--- src/logic/serial_line_pkg.sv ---
// constants and types for the second serial port and its line-mode control
package serial_line_pkg;
	localparam int ADDR_W = 10;
	localparam logic [9:0] CTRL_ADDR_0 = 10'h190;
	localparam logic [9:0] CTRL_ADDR_1 = 10'h290;
	localparam logic [9:0] CTRL_ADDR_2 = 10'h390;
	localparam logic [1:0] CTRL_SEL_0 = 2'h0;
	localparam logic [1:0] CTRL_SEL_1 = 2'h1;
	localparam int PARTY_BIT = 3;
	localparam logic [7:0] CTRL_RST = 8'h00;
	localparam logic [9:0] UART_BASE_0 = 10'h3F8;
	localparam logic [9:0] UART_BASE_1 = 10'h2F8;
	localparam logic [9:0] UART_BASE_2 = 10'h3E8;
	localparam logic [9:0] UART_BASE_3 = 10'h2E8;
	localparam logic [2:0] REG_DATA = 3'h0;
	localparam logic [2:0] REG_IER = 3'h1;
	localparam logic [2:0] REG_IIR = 3'h2;
	localparam logic [2:0] REG_LCR = 3'h3;
	localparam logic [2:0] REG_MCR = 3'h4;
	localparam logic [2:0] REG_LSR = 3'h5;
	localparam logic [2:0] REG_MSR = 3'h6;
	localparam logic [2:0] REG_SCR = 3'h7;
	localparam int LCR_DLAB = 7;
	localparam int LCR_BREAK = 6;
	localparam int LCR_EVEN = 4;
	localparam int LCR_PEN = 3;
	localparam int LCR_STOP = 2;
	localparam int MCR_DTR = 0;
	localparam int MCR_RTS = 1;
	localparam int MCR_OUT1 = 2;
	localparam int MCR_OUT2 = 3;
	localparam int MCR_LOOP = 4;
	localparam int FCR_EN = 0;
	localparam int FCR_RXCLR = 1;
	localparam int FCR_TXCLR = 2;
	localparam logic [7:0] IIR_NONE = 8'h01;
	localparam logic [7:0] IIR_FIFO = 8'hC0;
	localparam logic [15:0] DIV_RST = 16'h0001;
	localparam int FIFO_DEPTH = 16;
	localparam int RX_W = 10;
	localparam logic [3:0] OS_LAST = 4'hF;
	localparam logic [3:0] OS_MID = 4'h7;
	localparam logic [2:0] WLEN_BASE = 3'h4;
	localparam logic [2:0] BIT_TOP = 3'h7;
	localparam int PIN_W = 20;
	localparam logic [19:0] PIN_IDLE = 20'hF0000;
	typedef enum logic [4:0] {
		S_IDLE = 5'h01,
		S_START = 5'h02,
		S_DATA = 5'h04,
		S_PAR = 5'h08,
		S_STOP = 5'h10
	} line_state_t;
endpackage

--- src/logic/serial_line_control.sv ---
// second serial port: uart, isa decode, line-mode control register and transceiver steering
//
// Behaviour
// RULE_01: after reset the differential port runs full duplex, separate receive and transmit pairs.
// RULE_02: party-line mode starts only when software sets bit 3 at 190H.
// RULE_03: control address strap moves that register to 190H, 290H or 390H.
// RULE_04: in party-line mode RTS drives the shared pair: transmit when asserted.
// RULE_05: after reset the shared transceiver receives, its driver off.
// RULE_06: port decodes at 3F8h, 2F8h, 3E8h or 2E8h, or disabled; bases never shared.
// RULE_07: a strap routes the port as RS232 or differential; RS232 initially.
// RULE_08: loop straps feed RTS back to CTS and DTR back to DSR.
// RULE_09: port behaves as a 16550-style uart with 16-byte transmit and receive FIFOs.
// RULE_10: control register bit 3 reads back as written, zero after reset.
`timescale 1ns/1ns

module byte_fifo #(
	parameter int WIDTH = 8,
	parameter int DEPTH = 4
) (
	input logic clk,
	input logic rst_n,
	input logic flush,
	input logic in_valid,
	input logic [WIDTH-1:0] in_data,
	output logic in_ready,
	output logic out_valid,
	output logic [WIDTH-1:0] out_data,
	input logic out_ready
);
	localparam int AW = $clog2(DEPTH);
	logic [WIDTH-1:0] mem_r [DEPTH];
	logic [AW-1:0] wr_ptr_r;
	logic [AW-1:0] rd_ptr_r;
	logic [AW:0] count_r;
	logic push;
	logic pop;

	assign in_ready = count_r != (AW+1)'(DEPTH);
	assign out_valid = count_r != '0;
	assign out_data = mem_r[rd_ptr_r];
	assign push = in_valid & in_ready;
	assign pop = out_valid & out_ready;

	always_ff @(posedge clk)
	begin
		if (push)
			mem_r[wr_ptr_r] <= in_data;
	end

	// depth is a power of two, so the pointers wrap on their own
	always_ff @(posedge clk or negedge rst_n)
	begin
		if (!rst_n)
		begin
			wr_ptr_r <= '0;
			rd_ptr_r <= '0;
			count_r <= '0;
		end
		else if (flush)
		begin
			wr_ptr_r <= '0;
			rd_ptr_r <= '0;
			count_r <= '0;
		end
		else
		begin
			if (push)
				wr_ptr_r <= wr_ptr_r + 1'h1;
			if (pop)
				rd_ptr_r <= rd_ptr_r + 1'h1;
			count_r <= count_r + (AW+1)'(push) - (AW+1)'(pop);
		end
	end
endmodule

module serial_line_control (
	input logic CORE_CLK,
	input logic RST_N,
	input logic [serial_line_pkg::ADDR_W-1:0] ISA_SA,
	input logic ISA_AEN,
	input logic ISA_IOR_N,
	input logic ISA_IOW_N,
	input logic [7:0] ISA_SD_IN,
	output logic [7:0] ISA_SD_OUT,
	output logic ISA_SD_OE,
	input logic [1:0] SER1_BASE_SEL,
	input logic SER1_ENABLE,
	input logic [1:0] SER2_BASE_SEL,
	input logic SER2_ENABLE,
	input logic [1:0] CONTROL_ADDRESS_STRAP,
	input logic PARTY_LINE_SELECT_STRAP,
	input logic LINE_MODE_STRAP,
	input logic RTS_CTS_LOOP_STRAP,
	input logic DTR_DSR_LOOP_STRAP,
	input logic RS232_RXD,
	output logic RS232_TXD,
	output logic RS232_RTS,
	input logic RS232_CTS,
	output logic RS232_DTR,
	input logic RS232_DSR,
	input logic RS232_DCD,
	input logic RS232_RI,
	output logic DIFF_TXD,
	output logic DIFF_TX_EN,
	input logic DIFF_BUS_IN,
	output logic DIFF_BUS_OUT,
	output logic DIFF_BUS_OE
);
	import serial_line_pkg::*;

	function automatic logic [9:0] uart_base(input logic [1:0] sel);
		case (sel)
			2'h0: uart_base = UART_BASE_0;
			2'h1: uart_base = UART_BASE_1;
			2'h2: uart_base = UART_BASE_2;
			default: uart_base = UART_BASE_3;
		endcase
	endfunction

	function automatic logic parity_of(input logic [7:0] data, input logic [1:0] wlen, input logic even);
		logic [7:0] mask;
		mask = 8'hFF >> (2'h3 - wlen);
		parity_of = (^(data & mask)) ^ ~even;
	endfunction

	////////////////////////////////////////////////////////////////////////////////
	logic [PIN_W-1:0] pin_raw, s1_r, s2_r, s3_r, lvl_r;
	logic ior_n, iow_n, rxd232, bus_in, cts_pin, dsr_pin, dcd_pin, ri_pin;
	logic party_strap, diff_strap, rts_loop, dtr_loop, en1, en2;
	logic [1:0] addr_strap, base1, base2;

	assign pin_raw = {ISA_IOR_N, ISA_IOW_N, RS232_RXD, DIFF_BUS_IN, RS232_CTS, RS232_DSR, RS232_DCD,
		RS232_RI, CONTROL_ADDRESS_STRAP, PARTY_LINE_SELECT_STRAP, LINE_MODE_STRAP, RTS_CTS_LOOP_STRAP,
		DTR_DSR_LOOP_STRAP, SER1_BASE_SEL, SER1_ENABLE, SER2_BASE_SEL, SER2_ENABLE};
	assign {ior_n, iow_n, rxd232, bus_in, cts_pin, dsr_pin, dcd_pin, ri_pin, addr_strap, party_strap,
		diff_strap, rts_loop, dtr_loop, base1, en1, base2, en2} = lvl_r;

	// a level moves only once the second and third stages agree
	always_ff @(posedge CORE_CLK or negedge RST_N)
	begin
		if (!RST_N)
		begin
			s1_r <= PIN_IDLE;
			s2_r <= PIN_IDLE;
			s3_r <= PIN_IDLE;
			lvl_r <= PIN_IDLE;
		end
		else
		begin
			s1_r <= pin_raw;
			s2_r <= s1_r;
			s3_r <= s2_r;
			lvl_r <= (s2_r & s3_r) | (lvl_r & (s2_r ^ s3_r));
		end
	end

	////////////////////////////////////////////////////////////////////////////////
	// address and data are taken as settled by the time the filtered strobe edge shows
	logic ior_prev_r, iow_prev_r, rd_start, wr_start, rd_hit_r;
	logic ctrl_hit, uart_hit, port_on, dlab;
	logic [9:0] ctrl_addr, port_base;
	logic [2:0] ofs;
	logic [7:0] ctrl_r, lcr_r, scr_r, dll_r, dlm_r, rd_mux, lsr, msr;
	logic [3:0] ier_r;
	logic [4:0] mcr_r;
	logic fcr_en_r;

	assign rd_start = ior_prev_r & ~ior_n;
	assign wr_start = iow_prev_r & ~iow_n;
	assign ofs = ISA_SA[2:0];
	assign dlab = lcr_r[LCR_DLAB];

	always_comb
	begin
		case (addr_strap)
			CTRL_SEL_0: ctrl_addr = CTRL_ADDR_0;
			CTRL_SEL_1: ctrl_addr = CTRL_ADDR_1;
			default: ctrl_addr = CTRL_ADDR_2;
		endcase
	end

	assign ctrl_hit = ~ISA_AEN & (ISA_SA == ctrl_addr); // RULE_03
	// a function result cannot be part-selected, so the base is held on a net
	assign port_base = uart_base(base2);
	assign port_on = en2 & ~(en1 & (uart_base(base1) == port_base)); // RULE_06
	assign uart_hit = ~ISA_AEN & port_on & (ISA_SA[9:3] == port_base[9:3]); // RULE_06

	always_ff @(posedge CORE_CLK or negedge RST_N)
	begin
		if (!RST_N)
			ctrl_r <= CTRL_RST;
		else if (wr_start & ctrl_hit)
			ctrl_r <= ISA_SD_IN; // RULE_10
	end

	always_ff @(posedge CORE_CLK or negedge RST_N)
	begin
		if (!RST_N)
		begin
			ier_r <= '0;
			lcr_r <= '0;
			mcr_r <= '0;
			scr_r <= '0;
			dll_r <= DIV_RST[7:0];
			dlm_r <= DIV_RST[15:8];
			fcr_en_r <= '0;
		end
		else if (wr_start & uart_hit)
		begin
			case (ofs)
				REG_DATA: if (dlab) dll_r <= ISA_SD_IN;
				REG_IER: if (dlab) dlm_r <= ISA_SD_IN; else ier_r <= ISA_SD_IN[3:0];
				REG_IIR: fcr_en_r <= ISA_SD_IN[FCR_EN];
				REG_LCR: lcr_r <= ISA_SD_IN;
				REG_MCR: mcr_r <= ISA_SD_IN[4:0];
				REG_SCR: scr_r <= ISA_SD_IN;
				default: ;
			endcase
		end
	end

	////////////////////////////////////////////////////////////////////////////////
	logic tx_have, tx_room, tx_take, rx_have, rx_room, rx_push_r, rx_pe_r, rx_fe_r, oe_r;
	logic [7:0] tx_word, rx_word;
	logic [RX_W-1:0] rx_head;
	logic tx_push, rx_pop, tx_flush, rx_flush, lsr_read, msr_read, tx_idle;

	assign tx_push = wr_start & uart_hit & (ofs == REG_DATA) & ~dlab;
	assign rx_pop = rd_start & uart_hit & (ofs == REG_DATA) & ~dlab;
	assign tx_flush = wr_start & uart_hit & (ofs == REG_IIR) & ISA_SD_IN[FCR_TXCLR];
	assign rx_flush = wr_start & uart_hit & (ofs == REG_IIR) & ISA_SD_IN[FCR_RXCLR];
	assign lsr_read = rd_start & uart_hit & (ofs == REG_LSR);
	assign msr_read = rd_start & uart_hit & (ofs == REG_MSR);

	// a write to a full transmit FIFO is dropped, as on the classic part
	byte_fifo #(.WIDTH(8), .DEPTH(FIFO_DEPTH)) tx_fifo ( // RULE_09
		.clk(CORE_CLK), .rst_n(RST_N), .flush(tx_flush),
		.in_valid(tx_push & tx_room), .in_data(ISA_SD_IN), .in_ready(tx_room),
		.out_valid(tx_have), .out_data(tx_word), .out_ready(tx_take));

	byte_fifo #(.WIDTH(RX_W), .DEPTH(FIFO_DEPTH)) rx_fifo ( // RULE_09
		.clk(CORE_CLK), .rst_n(RST_N), .flush(rx_flush),
		.in_valid(rx_push_r), .in_data({rx_fe_r, rx_pe_r, rx_word}), .in_ready(rx_room),
		.out_valid(rx_have), .out_data(rx_head), .out_ready(rx_pop));

	////////////////////////////////////////////////////////////////////////////////
	logic rts, dtr, cts_eff, dsr_eff, dcd_eff, ri_eff, loop_on;
	logic [3:0] msr_prev_r, delta_r, msr_now;

	assign rts = mcr_r[MCR_RTS];
	assign dtr = mcr_r[MCR_DTR];
	assign loop_on = mcr_r[MCR_LOOP];
	assign cts_eff = loop_on ? rts : (rts_loop ? rts : cts_pin); // RULE_08
	assign dsr_eff = loop_on ? dtr : (dtr_loop ? dtr : dsr_pin); // RULE_08
	assign ri_eff = loop_on ? mcr_r[MCR_OUT1] : ri_pin;
	assign dcd_eff = loop_on ? mcr_r[MCR_OUT2] : dcd_pin;
	assign msr_now = {dcd_eff, ri_eff, dsr_eff, cts_eff};

	// a change in the read cycle itself survives the clear
	always_ff @(posedge CORE_CLK or negedge RST_N)
	begin
		if (!RST_N)
		begin
			msr_prev_r <= '0;
			delta_r <= '0;
			oe_r <= '0;
			ior_prev_r <= '1;
			iow_prev_r <= '1;
		end
		else
		begin
			msr_prev_r <= msr_now;
			delta_r <= (delta_r & ~{4{msr_read}}) | ((msr_now ^ msr_prev_r) & {2'h3, 2'h3})
				& {1'h1, ~msr_now[2], 2'h3};
			oe_r <= (rx_push_r & ~rx_room) | (oe_r & ~lsr_read);
			ior_prev_r <= ior_n;
			iow_prev_r <= iow_n;
		end
	end

	assign lsr = {1'h0, tx_idle & ~tx_have, ~tx_have, 1'h0, rx_have & rx_head[9], rx_have & rx_head[8],
		oe_r, rx_have};
	assign msr = {msr_now, delta_r};

	always_comb
	begin
		rd_mux = '0;
		if (ctrl_hit)
			rd_mux = ctrl_r; // RULE_10
		else
			case (ofs)
				REG_DATA: rd_mux = dlab ? dll_r : rx_head[7:0];
				REG_IER: rd_mux = dlab ? dlm_r : {4'h0, ier_r};
				REG_IIR: rd_mux = IIR_NONE | (fcr_en_r ? IIR_FIFO : 8'h00);
				REG_LCR: rd_mux = lcr_r;
				REG_MCR: rd_mux = {3'h0, mcr_r};
				REG_LSR: rd_mux = lsr;
				REG_MSR: rd_mux = msr;
				default: rd_mux = scr_r;
			endcase
	end

	always_ff @(posedge CORE_CLK or negedge RST_N)
	begin
		if (!RST_N)
		begin
			ISA_SD_OUT <= '0;
			rd_hit_r <= '0;
		end
		else if (rd_start)
		begin
			ISA_SD_OUT <= rd_mux;
			rd_hit_r <= ctrl_hit | uart_hit;
		end
		else if (ior_n)
			rd_hit_r <= '0;
	end

	assign ISA_SD_OE = rd_hit_r & ~ior_n;

	////////////////////////////////////////////////////////////////////////////////
	logic [15:0] div_cnt_r;
	logic tick;
	logic [2:0] wlen_last;

	assign tick = div_cnt_r == '0;
	assign wlen_last = WLEN_BASE + {1'h0, lcr_r[1:0]};

	always_ff @(posedge CORE_CLK or negedge RST_N)
	begin
		if (!RST_N)
			div_cnt_r <= '0;
		else
			div_cnt_r <= tick ? ({dlm_r, dll_r} - 16'h0001) : (div_cnt_r - 16'h0001);
	end

	line_state_t tx_state_r, rx_state_r;
	logic [3:0] tx_os_r, rx_os_r;
	logic [2:0] tx_bit_r, rx_bit_r;
	logic [7:0] tx_shift_r, rx_shift_r;
	logic txd_r, tx_par_r, tx_stop2_r, tx_last, rx_src, rx_sample;

	assign tx_idle = tx_state_r == S_IDLE;
	assign tx_take = tx_idle;
	assign tx_last = tick & (tx_os_r == OS_LAST);

	always_ff @(posedge CORE_CLK or negedge RST_N)
	begin
		if (!RST_N)
		begin
			tx_state_r <= S_IDLE;
			tx_os_r <= '0;
			tx_bit_r <= '0;
			tx_shift_r <= '0;
			tx_par_r <= '0;
			tx_stop2_r <= '0;
			txd_r <= '1;
		end
		else
		begin
			tx_os_r <= tx_idle ? 4'h0 : (tx_os_r + {3'h0, tick});
			case (tx_state_r)
				S_IDLE:
				begin
					txd_r <= '1;
					if (tx_have)
					begin
						tx_shift_r <= tx_word;
						tx_par_r <= parity_of(tx_word, lcr_r[1:0], lcr_r[LCR_EVEN]);
						tx_stop2_r <= lcr_r[LCR_STOP];
						tx_bit_r <= '0;
						txd_r <= '0;
						tx_state_r <= S_START;
					end
				end
				S_START:
					if (tx_last)
					begin
						txd_r <= tx_shift_r[0];
						tx_state_r <= S_DATA;
					end
				S_DATA:
					if (tx_last)
					begin
						if (tx_bit_r == wlen_last)
						begin
							txd_r <= lcr_r[LCR_PEN] ? tx_par_r : 1'h1;
							tx_state_r <= lcr_r[LCR_PEN] ? S_PAR : S_STOP;
						end
						else
						begin
							tx_bit_r <= tx_bit_r + 3'h1;
							tx_shift_r <= tx_shift_r >> 1;
							txd_r <= tx_shift_r[1];
						end
					end
				S_PAR:
					if (tx_last)
					begin
						txd_r <= '1;
						tx_state_r <= S_STOP;
					end
				S_STOP:
					if (tx_last)
					begin
						if (tx_stop2_r)
							tx_stop2_r <= '0;
						else
							tx_state_r <= S_IDLE;
					end
				default: tx_state_r <= S_IDLE;
			endcase
		end
	end

	// own echo is masked while the shared pair is driven
	assign rx_src = loop_on ? (txd_r & ~lcr_r[LCR_BREAK]) : (diff_strap ? (bus_in | DIFF_BUS_OE) : rxd232);
	assign rx_sample = tick & (rx_os_r == OS_LAST);
	assign rx_word = rx_shift_r >> (BIT_TOP - wlen_last);

	always_ff @(posedge CORE_CLK or negedge RST_N)
	begin
		if (!RST_N)
		begin
			rx_state_r <= S_IDLE;
			rx_os_r <= '0;
			rx_bit_r <= '0;
			rx_shift_r <= '0;
			rx_pe_r <= '0;
			rx_fe_r <= '0;
			rx_push_r <= '0;
		end
		else
		begin
			rx_push_r <= '0;
			rx_os_r <= (rx_state_r == S_IDLE) ? 4'h0 : (rx_os_r + {3'h0, tick});
			case (rx_state_r)
				S_IDLE:
					if (!rx_src)
					begin
						rx_pe_r <= '0;
						rx_bit_r <= '0;
						rx_state_r <= S_START;
					end
				S_START:
					if (tick && rx_os_r == OS_MID)
					begin
						rx_os_r <= '0;
						rx_state_r <= rx_src ? S_IDLE : S_DATA;
					end
				S_DATA:
					if (rx_sample)
					begin
						rx_shift_r <= {rx_src, rx_shift_r[7:1]};
						rx_bit_r <= rx_bit_r + 3'h1;
						if (rx_bit_r == wlen_last)
							rx_state_r <= lcr_r[LCR_PEN] ? S_PAR : S_STOP;
					end
				S_PAR:
					if (rx_sample)
					begin
						rx_pe_r <= rx_src != parity_of(rx_word, lcr_r[1:0], lcr_r[LCR_EVEN]);
						rx_state_r <= S_STOP;
					end
				S_STOP:
					if (rx_sample)
					begin
						rx_fe_r <= ~rx_src;
						rx_push_r <= '1;
						rx_state_r <= S_IDLE;
					end
				default: rx_state_r <= S_IDLE;
			endcase
		end
	end

	////////////////////////////////////////////////////////////////////////////////
	logic party_on, line_tx;

	assign party_on = diff_strap & party_strap & ctrl_r[PARTY_BIT]; // RULE_02
	assign line_tx = loop_on | (txd_r & ~lcr_r[LCR_BREAK]);

	always_ff @(posedge CORE_CLK or negedge RST_N)
	begin
		if (!RST_N)
		begin
			RS232_TXD <= '1;
			RS232_RTS <= '0;
			RS232_DTR <= '0;
			DIFF_TXD <= '1;
			DIFF_TX_EN <= '0;
			DIFF_BUS_OUT <= '1;
			DIFF_BUS_OE <= '0; // RULE_05
		end
		else
		begin
			RS232_TXD <= diff_strap | line_tx; // RULE_07
			RS232_RTS <= rts & ~loop_on;
			RS232_DTR <= dtr & ~loop_on;
			DIFF_TXD <= line_tx;
			DIFF_TX_EN <= diff_strap & ~party_on; // RULE_01
			DIFF_BUS_OUT <= line_tx;
			DIFF_BUS_OE <= party_on & rts & ~loop_on; // RULE_04
		end
	end
endmodule

--- config.mk ---
export PLATFORM = sky130hd
export DESIGN_NAME = serial_line_control
export DESIGN_NICKNAME = d
export VERILOG_FILES = /design/src/logic/serial_line_pkg.sv /design/src/logic/serial_line_control.sv
export SDC_FILE = /design/constraint.sdc
export NUM_CORES = 1
export LEC_CHECK = 0
export BUFFER_PORTS_ARGS = -buffer_cell sky130_fd_sc_hd__clkbuf_2
export CAP_MARGIN = 20
export CELL_PAD_IN_SITES_DETAIL_PLACEMENT = 1
export CELL_PAD_IN_SITES_GLOBAL_PLACEMENT = 1
export CORE_MARGIN = 10
export CORE_UTILIZATION = 34
export DETAILED_ROUTE_END_ITERATION = 10
export PLACE_DENSITY = 0.62
export SYNTH_ARGS = -nofsm -noshare
export SYNTH_HDL_FRONTEND = slang
export SYNTH_SLANG_ARGS = --single-unit
--- constraint.sdc ---
create_clock -name CORE_CLK -period 3.5 [get_ports CORE_CLK]
set_clock_uncertainty 0.15 [all_clocks]
set_input_delay 0.175 -clock CORE_CLK [delete_from_list [all_inputs] [get_ports CORE_CLK]]
set_output_delay 0.175 -clock CORE_CLK [all_outputs]
set_load 0.01 [all_outputs]
==> results of run 1 <==
cell usage in the layout, fill, tap and decap left out, types with 25 or more instances in the layout:
| cell type | synthesis | routed |
|---|---|---|
| a21oi_1 | 39 | 39 |
| a22oi_1 | 25 | 25 |
| and2_1 | 28 | 28 |
| buf_4 | 6 | 56 |
| clkbuf_16 | 0 | 56 |
| clkbuf_2 | 0 | 55 |
| dfrtp_1 | 220 | 218 |
| edfxtp_1 | 288 | 288 |
| ha_1 | 49 | 49 |
| inv_1 | 38 | 38 |
| mux2_2 | 57 | 57 |
| mux2i_1 | 36 | 36 |
| mux4_2 | 63 | 63 |
| nand2_1 | 95 | 95 |
| nor2_1 | 106 | 106 |
| o21ai_0 | 42 | 42 |
| xnor2_1 | 37 | 37 |
cells in the mapped netlist, types with 6 or more instances:
library cell  number
a21o_1            23
o21ai_0           42
nor4_1             9
o31ai_1            6
edfxtp_1         288
a22oi_1           25
mux4_2            63
xnor2_1           37
nor2b_1           22
nand3_1           23
clkbuf_1          34
xor2_1            23
buf_2             11
mux2i_1           36
and3_1            10
inv_1             38
mux4_1            14
dfrtp_1          220
buf_4              6
nand4_1           10
dfstp_2           24
a21oi_1           39
mux2_2            57
a31oi_1           16
and2_1            28
nor2_1           106
a221oi_1           7
nor3_1            13
nand2_1           95
nor3b_1            6
ha_1              49
o211ai_1          11
through the flow:
stage / instance area (um^2) / worst slack (ns) / power, uW / hold WS [ns] / util
floorplan: 22350 / 0.1729 / 7184 / -0.2706 / -
global placement: 23940 / 0.07519 / 7445 / 0.05490 / 0.3694
detailed placement: 23940 / 0.05476 / 7473 / 0.05437 / 0.3694
CTS: 26000 / 0.02772 / 13450 / 0.003926 / 0.4012
global route: 26030 / 0.04687 / 13790 / 0.02215 / 0.4016
finish: 26030 / 0.2542 / 13280 / -0.003338 / 0.4016
flip-flops by register name (all words and copies together) (netlist names), 16 cells and up:
register and count:
div_cnt_r 16, s3_r 20, lvl_r 20, tx_fifo.mem_r 128, s1_r 20, s2_r 20
rx_fifo.mem_r 160
logic make-up (layout without fill, tap and decap cells):
logic type / after synthesis / after routing / synth area share
flip-flops: 532 / 532 / 0.6615
AND/OR/NAND/NOR: 352 / 352 / 0.07636
AO/OA/AOI/OAI: 203 / 203 / 0.06147
multiplexers: 171 / 171 / 0.1255
buffers and inverters: 99 / 282 / 0.01943
XOR/XNOR: 63 / 63 / 0.02654
adder cells (fa/ha/maj): 51 / 51 / 0.02922
final timing paths:
check / start / endpoint / slack (ns) / cells after the start
max: lvl_r[1]$_DFF_PN0_ / rx_fifo.count_r[4]$_DFF_PN0_ / 0.25 / 16
min: RST_N / rx_shift_r[3]$_DFFE_PN0P_ / -0.003 / 2
max reg2reg: lvl_r[1]$_DFF_PN0_ / rx_fifo.count_r[4]$_DFF_PN0_ / 0.25 / 16
min reg2reg: s1_r[7]$_DFF_PN0_ / s2_r[7]$_DFF_PN0_ / 0.20 / 0
max in group asynchronous: RST_N / s3_r[19]$_DFF_PN1_ / 2.25 / 3
min in group CORE_CLK: ISA_SA[3] / rd_hit_r$_DFFE_PN0P_ / 0.02 / 5
power by group through the flow:
| stage | sequential (uW) | clock [uW] | combinational, uW |
|---|---|---|---|
| 4_1_cts | 6810 | 6080 | 566 |
| 2_1_floorplan | 6910 | 0 | 270 |
| 5_1_grt | 6820 | 6340 | 630 |
| 6_report | 6810 | 5920 | 551 |
| 3_5_place_dp | 6930 | 0 | 541 |
| 3_3_place_gp | 6920 | 0 | 521 |
cell type report:
type | instances | area, um^2 | share of cell area
sequential | 532 | 14790 | 0.5681
clock buffer | 72 | 1501 | 0.05769
tap | 855 | 1070 | 0.04110
inverter | 40 | 150.1 | 0.005769
multi-input combinational | 840 | 7148 | 0.2747
timing repair buffer | 139 | 1031 | 0.03961
clock inverter | 31 | 339.1 | 0.01303
timing repair:
action	CTS	global route
setup endpoints to repair	0	1
hold buffers	22	0
endpoints found under the hold margin	250	0
gates resized for setup	0	4
layer usage:
metal  global-route usage  wire length [um]  vias up
li1                     -                 -     5797
met1               0.1866             24680     6746
met2               0.2427             27460      177
met3              0.01931              1718       56
met4              0.03452               992        0
met5                    0                 0        -
==> qor.csv, run 1 <==
stage,metric,value,unit
sta,setup_viol,0,
grt,grt_pass1_vias,13836,
pwr,power.share.clock,0.446,
pwr,internal_power,10360,uW
run_status,status,"finished, violations left",
synth,synth_top_cell_area_share,0.3870,
setup_path,cp.required,3.85,ns
sta,worst_pin_slew,0.9058,ns
setup_path,critPathSlowestCell,or4_4,
flow_run,max_cap_viol_count,0,
clock_tree,h-tree-depth,2,
pwr,ir_drop,438.1,uV
placed_design,dpl.hpwl,36.58,mm
drt,routed_via_density,5.092,
synth,yosys_register_bits,532,
pwr,p_switching,2926,uW
grt,antenna_found_initial,2,
grt,grt_overflow,0,
floorplan,die_h,276.4,um
pwr,p_leak,0.009633,uW
synth,synthesis.nets,1563,
synth,yosys_warnings,0,
floorplan,fp.dieArea,76390,um^2
sta,hold_ws,-0.003338,ns
placed_design,dpl.cell_count,2383,
floorplan,initial_utilization,0.3448,
clock_tree,numCtsBuffers,55,
synth,yosysSeqAreaShare,0.6615,
setup_path,path_buf_inv,4,
clock_tree,post_cts_buffers,0,
clock_tree,clk_latency,0.63,ns
clock_tree,path_clk_slew,0.06,ns
sta,min_period_over_period,0.9274,
placed_design,gp_congestion,0.7994,
placed_design,io_buffers,56,
sta,period_minus_slack,3.246,ns
setup_path,critPathKind,flip-flop to flip-flop,
finish,areaGrowthSynthToFinish,16.45,%
pwr,pwr-share-comb,0.041,
drt,vias,12776,
sta,rsz0062_at_grt,no,
synth,synth_edf_count,288,
floorplan,core,64810,um^2
synth,synth_ff_type,edfxtp_1,
setup_path,crit_family,simple AND/OR/NAND/NOR gates,
run_status,violations,negative hold slack,
synth,synth_area_leader_cell,edfxtp_1,
pwr,switching_share,0.2203,
synth,synthTopCellsByArea,"edfxtp_1 39%, dfrtp_1 25%, mux4_2 6.3%, mux2_2 2.9%, dfstp_2 2.8%",
synth,synthDistinctLibCells,76,
sta,final.setup.tns,0,ns
finish,instances_no_fill,2509,
grt,grt_pass1_wl,85.55,mm
drt,wire_per_inst,21.86,um
hold_path,hold_path_class,input pin to asynchronous set/reset pin,
synth,synthArstFlopShare,0.4586,
drt,routed_wl,54.85,mm
sta,drv_slew,0,
clock_tree,cts_tree,done,
synth,synth.avg_cell_area,15.19,um^2
grt,gr-usage-all-layers,0.1416,
clock_tree,clkSinkCount,532,
setup_path,arrival,3.60,ns
floorplan,die_w,276.4,um
finish,num-fill-cells,6534,
floorplan,core.rowCount,93,
setup_path,cp_max_fo,3,
grt,grt_max_degree,97,
pwr,p_per_area,510.4,nW/um^2
setup_path,crit_chain,"xnor2_1, or4_4, nor3b_4, buf_4, and3_1, ha_1, inv_1, ha_1, inv_1, fa_2, inv_1, a21oi_1, nor2_1, nor2_1, xnor2_1, nor2_1",
synth,synthesis.area,22350,um^2
clock_tree,clk_path_buf_depth,3,
finish,final_layout_size_suffix_gt1_frac,0.2201,
finish,insertedDiodeCount,0,
pwr,seq_power_share,0.512,
drt,first_pass_iters,6,
setup_path,cp_slowest_stage_delay,0.58,ns
synth,netlist_instances,1471,
finish,nets,1700,
floorplan,ios,57,
clock_tree,root_buffer,clkbuf_16,
setup_path,start_kind,flip-flop,
drt,antenna_left,0,
drt,drc,0,
sta,hold_viol,6,
sta,max_freq,0.3081,GHz
drt,drt_iter0_drc,925,
setup_path,worstSetupEndpointType,flip-flop,
sta,max-slew-margin-rel,0.3939,
(Power assumes the default switching activity.)
==> run 2: changes to the inputs <==
- CELL_PAD_IN_SITES_DETAIL_PLACEMENT: 1 -> not set
- CELL_PAD_IN_SITES_GLOBAL_PLACEMENT: 1 -> not set
- CORE_MARGIN: 10 -> not set
- PLACE_DENSITY: 0.62 -> 0.51
==> run 2 against run 1 <==
Net effect:
- the flow still finishes with violations (negative hold slack)
- highest routed layer is now met5
- critical endpoint unchanged
- non-clock buffer count decreased by 2
- die area decreased by 13%
- worst hold slack got worse by 0.0037 ns
- clock power increased by 0.8%
- fmax about the same
- via count decreased by 2.1%
- combinational power decreased by 2%
- critical path depth unchanged
- final cell count about the same
- critical path type unchanged
==> qor.csv, run 2 (synthesized netlist as in run 1, its figures left out) <==
stage,metric,value,unit,change
run_status,status,"finished, violations left",,
run_status,violations,negative hold slack,,
sta,rsz0062_at_grt,no,,
pwr,internal_power,10400,uW,+0.40%
placed_design,pre_cts_ws,0.1826,ns,+0.1278 ns
setup_path,arrival,3.59,ns,about the same
drt,wire_per_inst,20.30,um,-7.1%
floorplan,core.rowCount,93,,unchanged
finish,num-fill-cells,6034,,-7.7%
finish,areaGrowthSynthToFinish,16.64,%,
hold_path,worstHoldEndpoint,rd_hit_r$_DFFE_PN0P_,,
drt,antenna_left,0,,unchanged
floorplan,die_h,258.4,um,-6.5%
placed_design,gp_congestion,0.8246,,+3.2%
pwr,p_per_area,510.6,nW/um^2,about the same
finish,reg_top3,"rx_fifo.mem_r (160), tx_fifo.mem_r (128)",,
floorplan,ios,57,,unchanged
sta,finalWorstSetupSlack,0.2513,ns,-0.002879 ns
setup_path,worstSetupEndpointType,flip-flop,,
drt,routed_wl,50.98,mm,-7.1%
clock_tree,root_buffer,clkbuf_16,,
finish,insertedDiodeCount,0,,unchanged
drt,drc,0,,unchanged
clock_tree,clkSinkCount,532,,unchanged
grt,gr-usage-all-layers,0.1559,,+0.01430
grt,grt_pass1_vias,13184,,-4.7%
hold_path,min-delay-start,ISA_SA[7],,
grt,antenna_found_initial,4,,+2
setup_path,crit-reg2reg-launch,lvl_r[1]$_DFF_PN0_,,
placed_design,dpl.cell_count,2382,,-0.042%
grt,grt_pass1_wl,80.14,mm,-6.3%
sta,final.setup.tns,0,ns,unchanged
grt,grt_overflow,0,,unchanged
clock_tree,clk_path_buf_depth,3,,unchanged
floorplan,die_w,258.4,um,-6.5%
sta,period_minus_slack,3.249,ns,+0.002879 ns
finish,final_cell_mix,"288 x edfxtp_1, 218 x dfrtp_1, 106 x nor2_1, 95 x nand2_1, 63 x mux4_2",,
finish,seq_area,14790,um^2,unchanged
clock_tree,numCtsBuffers,57,,+3.6%
setup_path,cp_max_fo,3,,unchanged
pwr,seq_power_share,0.511,,about the same
pwr,power.share.clock,0.448,,+0.002
finish,nets,1700,,unchanged
finish,multi_input_area,7134,um^2,-0.19%
setup_path,r2r-end,rx_fifo.count_r[4]$_DFF_PN0_,,
sta,max-slew-margin-rel,0.4016,,+0.007707
clock_tree,cts_tree,done,,
finish,instances_no_fill,2511,,+0.080%
finish,final_common_cell,edfxtp_1,,
pwr,ir_drop,392.1,uV,-10%
sta,drv_slew,0,,unchanged
finish,final_layout_size_suffix_gt1_frac,0.2204,,+0.0003381
setup_path,ff2ff_setup_slack,0.25,ns,about the same
drt,vias,12508,,-2.1%
sta,min_period_over_period,0.9282,,about the same
placed_design,dpl.hpwl,34.01,mm,-7.0%
setup_path,cp.required,3.85,ns,about the same
clock_tree,path_clk_slew,0.06,ns,about the same
grt,grt_max_degree,73,,-25%
floorplan,fp.dieArea,66760,um^2,-13%
sta,hold_ws,-0.007083,ns,-0.003745 ns
finish,top_register,rx_fifo.mem_r,,
sta,setup_viol,0,,unchanged
setup_path,critPathKind,flip-flop to flip-flop,,
flow_run,max_cap_viol_count,0,,unchanged
sta,max_freq,0.3078,GHz,about the same
pwr,pwr-share-comb,0.041,,about the same
floorplan,core,64700,um^2,-0.18%
setup_path,ff2ff_path_depth,16,,unchanged
drt,routed_via_density,4.981,,-2.2%
setup_path,start_kind,flip-flop,,
clock_tree,h-tree-depth,2,,unchanged
clock_tree,clk_latency,0.61,ns,-0.02 ns
sta,hold_viol,1,,-5
pwr,p_switching,2912,uW,-0.49%
finish,largest_reg_flops,160,,unchanged
hold_path,hold_path_class,input pin to flip-flop,,
pwr,p_leak,0.009660,uW,+0.27%
drt,drt_iter0_drc,954,,+3.1%
drt,first_pass_iters,6,,unchanged
sta,worst_pin_slew,0.8942,ns,-0.01152 ns
hold_path,hold_path_depth,5,,
pwr,switching_share,0.2188,,-0.001531
placed_design,io_buffers,56,,unchanged
floorplan,initial_utilization,0.3454,,+0.0006202
==> run 2: cell count changes in the layout (fill, tap and decap cells not counted), moves of 2 or more <==
cell,delta
clkinv_2,+3
buf_4,-4
clkinv_1,+2
buf_12,+2
clkinvlp_2,-2
clkbuf_16,+2
clkbuf_1,-3
==> run 2: area by class of cell <==
cell class,instances,share of cell area
Sequential cell,532,0.5672
Multi-Input combinational cell,840,0.2737
Clock buffer,72,0.05961
Tap cell,855,0.04104
Timing Repair Buffer,137,0.03993
Clock inverter,35,0.01277
Inverter,40,0.005760
==> run 2: what timing repair did <==
| item | in CTS | in global routing |
|---|---|---|
| setup buffers | 0 | 0 |
| gates resized for setup | 0 | 1 |
| endpoints found under the setup margin | 0 | 1 |
| endpoints found under the hold margin | 211 | 0 |
| hold buffers | 22 | 0 |
==> run 2: worst max path at each step <==
stage / end / start / slack [ns] / depth (start not counted)
after floorplan: rx_fifo.count_r[4]$_DFF_PN0_ / lvl_r[1]$_DFF_PN0_ / 0.17 / 16
after global placement: rx_fifo.count_r[4]$_DFF_PN0_ / lvl_r[1]$_DFF_PN0_ / 0.14 / 16
after detailed placement: rx_fifo.count_r[4]$_DFF_PN0_ / lvl_r[1]$_DFF_PN0_ / 0.18 / 16
after CTS: rx_fifo.count_r[4]$_DFF_PN0_ / lvl_r[1]$_DFF_PN0_ / 0.16 / 16
after global routing: rx_fifo.count_r[4]$_DFF_PN0_ / lvl_r[1]$_DFF_PN0_ / 0.01 / 16
final: rx_fifo.count_r[4]$_DFF_PN0_ / lvl_r[1]$_DFF_PN0_ / 0.25 / 16
==> run 2: power groups by stage <==
| stage | clock (uW) | sequential (uW) | combinational [uW] |
|---|---|---|---|
| after floorplan | 0 | 6910 | 270 |
| after global placement | 0 | 6920 | 524 |
| after detailed placement | 0 | 6930 | 532 |
| after CTS | 6170 | 6800 | 556 |
| after global routing | 6410 | 6810 | 609 |
| final | 5970 | 6800 | 542 |
==> run 2: metrics by stage <==
step	util	area [um^2]	hold WS (ns)	power [uW]
detailed placement	0.3703	23960	0.02138	7459
finish	0.4029	26070	-0.007083	13310
CTS	0.4029	26070	0.008624	13530
floorplan	-	22350	-0.2706	7184
global route	0.4029	26070	0.01417	13830
global placement	0.3703	23960	0.03010	7446
==> run 2: critical path, stage by stage (launching register included) <==
cell and delay [ns]:
dfrtp_1 0.41, xnor2_1 0.14, or4_4 0.56, nor3b_1 0.19, buf_4 0.15, and3_1 0.17
ha_1 0.23, inv_1 0.06, ha_1 0.15, inv_1 0.06, fa_1 0.42, inv_1 0.07
a21oi_1 0.06, nor2_1 0.09, nor2_1 0.05, xnor2_1 0.14, nor2_1 0.05
==> run 2: layer usage <==
metal,up-vias,GRT usage,part of all wire
met3,62,0.02445,0.041
met4,2,0.04126,0.019
li1,5811,-,-
met1,6423,0.2189,0.46
met2,210,0.2517,0.48
met5,-,0,0.00026
==> run 3: changes to the inputs <==
- CTS_BUF_LIST: not set -> sky130_fd_sc_hd__clkbuf_8
==> run 3 against run 2 <==
Net effect:
- the flow now finishes without violations
- combinational power up 5.9%
- power fell by 3.3%
- worst hold slack better by 0.073 ns
- core utilization rose by 0.40 points
- largest cell class unchanged
- first-iteration DRC count is 18% lower
- fmax shrank 2.2%
- critical path depth increased by 3
- largest power group unchanged
- final cell count is 3.5% higher
==> qor.csv, run 3 (synthesized netlist as in run 1, its figures left out) <==
stage,metric,value,unit,change
sta,max-slew-margin-rel,0.4181,,+0.01642
grt,gr-usage-all-layers,0.1593,,+0.003348
sta,rsz0062_at_grt,no,,
clock_tree,clkSinkCount,532,,unchanged
floorplan,core,64700,um^2,unchanged
hold_path,hold_path_depth,7,,+2
finish,nets,1763,,+3.7%
setup_path,ff2ff_setup_slack,0.37,ns,+0.12 ns
placed_design,post_dp_cell_area,23960,um^2,unchanged
finish,reg_top3,"rx_fifo.mem_r (160), tx_fifo.mem_r (128)",,
sta,final.setup.tns,0,ns,unchanged
drt,vias,12887,,+3.0%
finish,num-fill-cells,6078,,+0.73%
clock_tree,numCtsBuffers,89,,+56%
drt,wire_per_inst,20.01,um,-1.4%
sta,worst_pin_slew,0.8697,ns,-0.02453 ns
clock_tree,clk_latency,0.68,ns,+0.07 ns
drt,routed_wl,52.01,mm,+2.0%
grt,grt_overflow,0,,unchanged
grt,grt_pass1_vias,13633,,+3.4%
finish,final_layout_size_suffix_gt1_frac,0.2318,,+0.01137
clock_tree,path_clk_slew,0.06,ns,about the same
sta,period_minus_slack,3.322,ns,+0.07381 ns
drt,drt_iter0_drc,787,,-18%
drt,drc,0,,unchanged
clock_tree,h-tree-depth,3,,+1
sta,min_period_over_period,0.9493,,+0.02109
grt,grt_max_degree,73,,unchanged
clock_tree,cts_tree,done,,
flow_run,max_cap_viol_count,0,,unchanged
setup_path,cp.required,3.91,ns,+0.06 ns
setup_path,start_kind,input pin,,
setup_path,r2r-end,rx_fifo.count_r[4]$_DFF_PN0_,,
floorplan,fp.dieArea,66760,um^2,unchanged
sta,drv_slew,0,,unchanged
grt,antenna_found_initial,5,,+1
finish,areaGrowthSynthToFinish,17.80,%,
clock_tree,root_buffer,clkbuf_8,,
pwr,ir_drop,274.6,uV,-30%
floorplan,ios,57,,unchanged
sta,hold_viol,0,,-1
pwr,p_per_area,488.9,nW/um^2,-4.2%
drt,antenna_left,0,,unchanged
floorplan,die_w,258.4,um,unchanged
run_status,status,"finished, final reports clean",,
drt,first_pass_iters,6,,unchanged
floorplan,core.rowCount,93,,unchanged
finish,top_register,rx_fifo.mem_r,,
placed_design,io_buffers,56,,unchanged
grt,grt_pass1_wl,81.36,mm,+1.5%
finish,largest_reg_flops,160,,unchanged
clock_tree,clk_path_buf_depth,3,,unchanged
setup_path,crit-reg2reg-launch,lvl_r[1]$_DFF_PN0_,,
hold_path,min-delay-start,ISA_SA[7],,
setup_path,cp_max_fo,3,,unchanged
hold_path,hold_path_class,input pin to flip-flop,,
setup_path,arrival,3.73,ns,+0.14 ns
setup_path,worstSetupEndpointType,flip-flop,,
placed_design,dpl.hpwl,34.01,mm,unchanged
drt,routed_via_density,4.958,,-0.46%
sta,setup_viol,0,,unchanged
pwr,p_leak,0.009895,uW,+2.4%
placed_design,gp_congestion,0.8246,,unchanged
floorplan,initial_utilization,0.3454,,unchanged
finish,final_area,26330,um^2,+0.99%
floorplan,die_h,258.4,um,unchanged
finish,final_cell_mix,"288 x edfxtp_1, 218 x dfrtp_1, 106 x nor2_1, 103 x clkbuf_8, 95 x nand2_1",,
clock_tree,post_cts_buffers,0,,unchanged
finish,final_common_cell,edfxtp_1,,
hold_path,worstHoldEndpoint,oe_r$_DFF_PN0_,,
setup_path,critPathKind,input pin to flip-flop,,
setup_path,ff2ff_path_depth,16,,unchanged
sta,max_freq,0.3010,GHz,-2.2%
## run 3: cell types whose count changed in the layout (fill, tap and decap cells not counted), moves of 6 or more
cell / delta
dlygate4sd3_1: +30
clkbuf_16: -58
clkbuf_1: -9
clkbuf_8: +98
clkinv_1: +6
inv_1: +24
## run 3: routing by layer
layer / track usage / wire length, um / part of all wire / up-vias
met5: 0 / 13 / 0.00025 / -
met4: 0.05473 / 1409 / 0.027 / 2
met3: 0.02856 / 2150 / 0.041 / 100
met2: 0.2558 / 24560 / 0.47 / 259
met1: 0.2174 / 23870 / 0.46 / 6579
li1: - / - / - / 5947
## run 3: report_power, final
group / switching [uW] / internal [uW]
Combinational: 324 / 250
Sequential: 78.4 / 6730
Clock: 2560 / 2940
Total: 2960 / 9910
## run 3: timing repair
item,4_1_cts,5_1_grt
endpoints found under the setup margin,0,4
resized for setup,0,4
hold buffers,53,0
hold endpoints to repair,319,0
## run 3: critical path, cell delays in order
cell           delay [ns]
dlygate4sd3_1        0.55
clkbuf_2             0.12
nand3_1              0.06
dlygate4sd3_1        0.56
or4_4                0.51
nor3b_2              0.17
buf_4                0.14
and3_4               0.17
ha_1                 0.22
inv_1                0.06
ha_1                 0.15
inv_1                0.06
fa_2                 0.36
inv_1                0.06
a21oi_1              0.05
nor2_1               0.09
nor2_1               0.05
xnor2_1              0.12
nor2_1               0.05
## run 3: area by class of cell
cell class | instances | area, um^2 | area share
Antenna cell | 1 | 2.502 | 0.00009505
Sequential cell | 532 | 14790 | 0.5617
Inverter | 40 | 150.1 | 0.005703
Clock buffer | 103 | 1418 | 0.05385
Clock inverter | 60 | 384.1 | 0.01459
Timing Repair Buffer | 168 | 1369 | 0.05199
Multi-Input combinational cell | 840 | 7147 | 0.2715
Tap cell | 855 | 1070 | 0.04064
## run 3: stage by stage
| stage | power (uW) | utilization | setup slack (ns) | hold WS [ns] | std cells |
|---|---|---|---|---|---|
| global route | 13390 | 0.4069 | 0.01392 | 0.05232 | 2599 |
| global placement | 7446 | 0.3703 | 0.1393 | 0.03010 | 2382 |
| floorplan | 7184 | - | 0.1729 | -0.2706 | 1471 |
| CTS | 13100 | 0.4066 | 0.09553 | 0.01899 | 2598 |
| finish | 12870 | 0.4069 | 0.1775 | 0.06582 | 2599 |
| detailed placement | 7459 | 0.3703 | 0.1826 | 0.02138 | 2382 |
## run 3: how the worst max path moves through the flow
stage	start	to	slack, ns	cells past startpoint
finish	ISA_SA[3]	rx_fifo.count_r[4]$_DFF_PN0_	0.18	19
global route	ISA_SA[3]	rx_fifo.count_r[4]$_DFF_PN0_	0.01	19
CTS	ISA_SA[3]	rx_fifo.count_r[4]$_DFF_PN0_	0.1	19
detailed placement	lvl_r[1]$_DFF_PN0_	rx_fifo.count_r[4]$_DFF_PN0_	0.18	16
global placement	lvl_r[1]$_DFF_PN0_	rx_fifo.count_r[4]$_DFF_PN0_	0.14	16
floorplan	lvl_r[1]$_DFF_PN0_	rx_fifo.count_r[4]$_DFF_PN0_	0.17	16
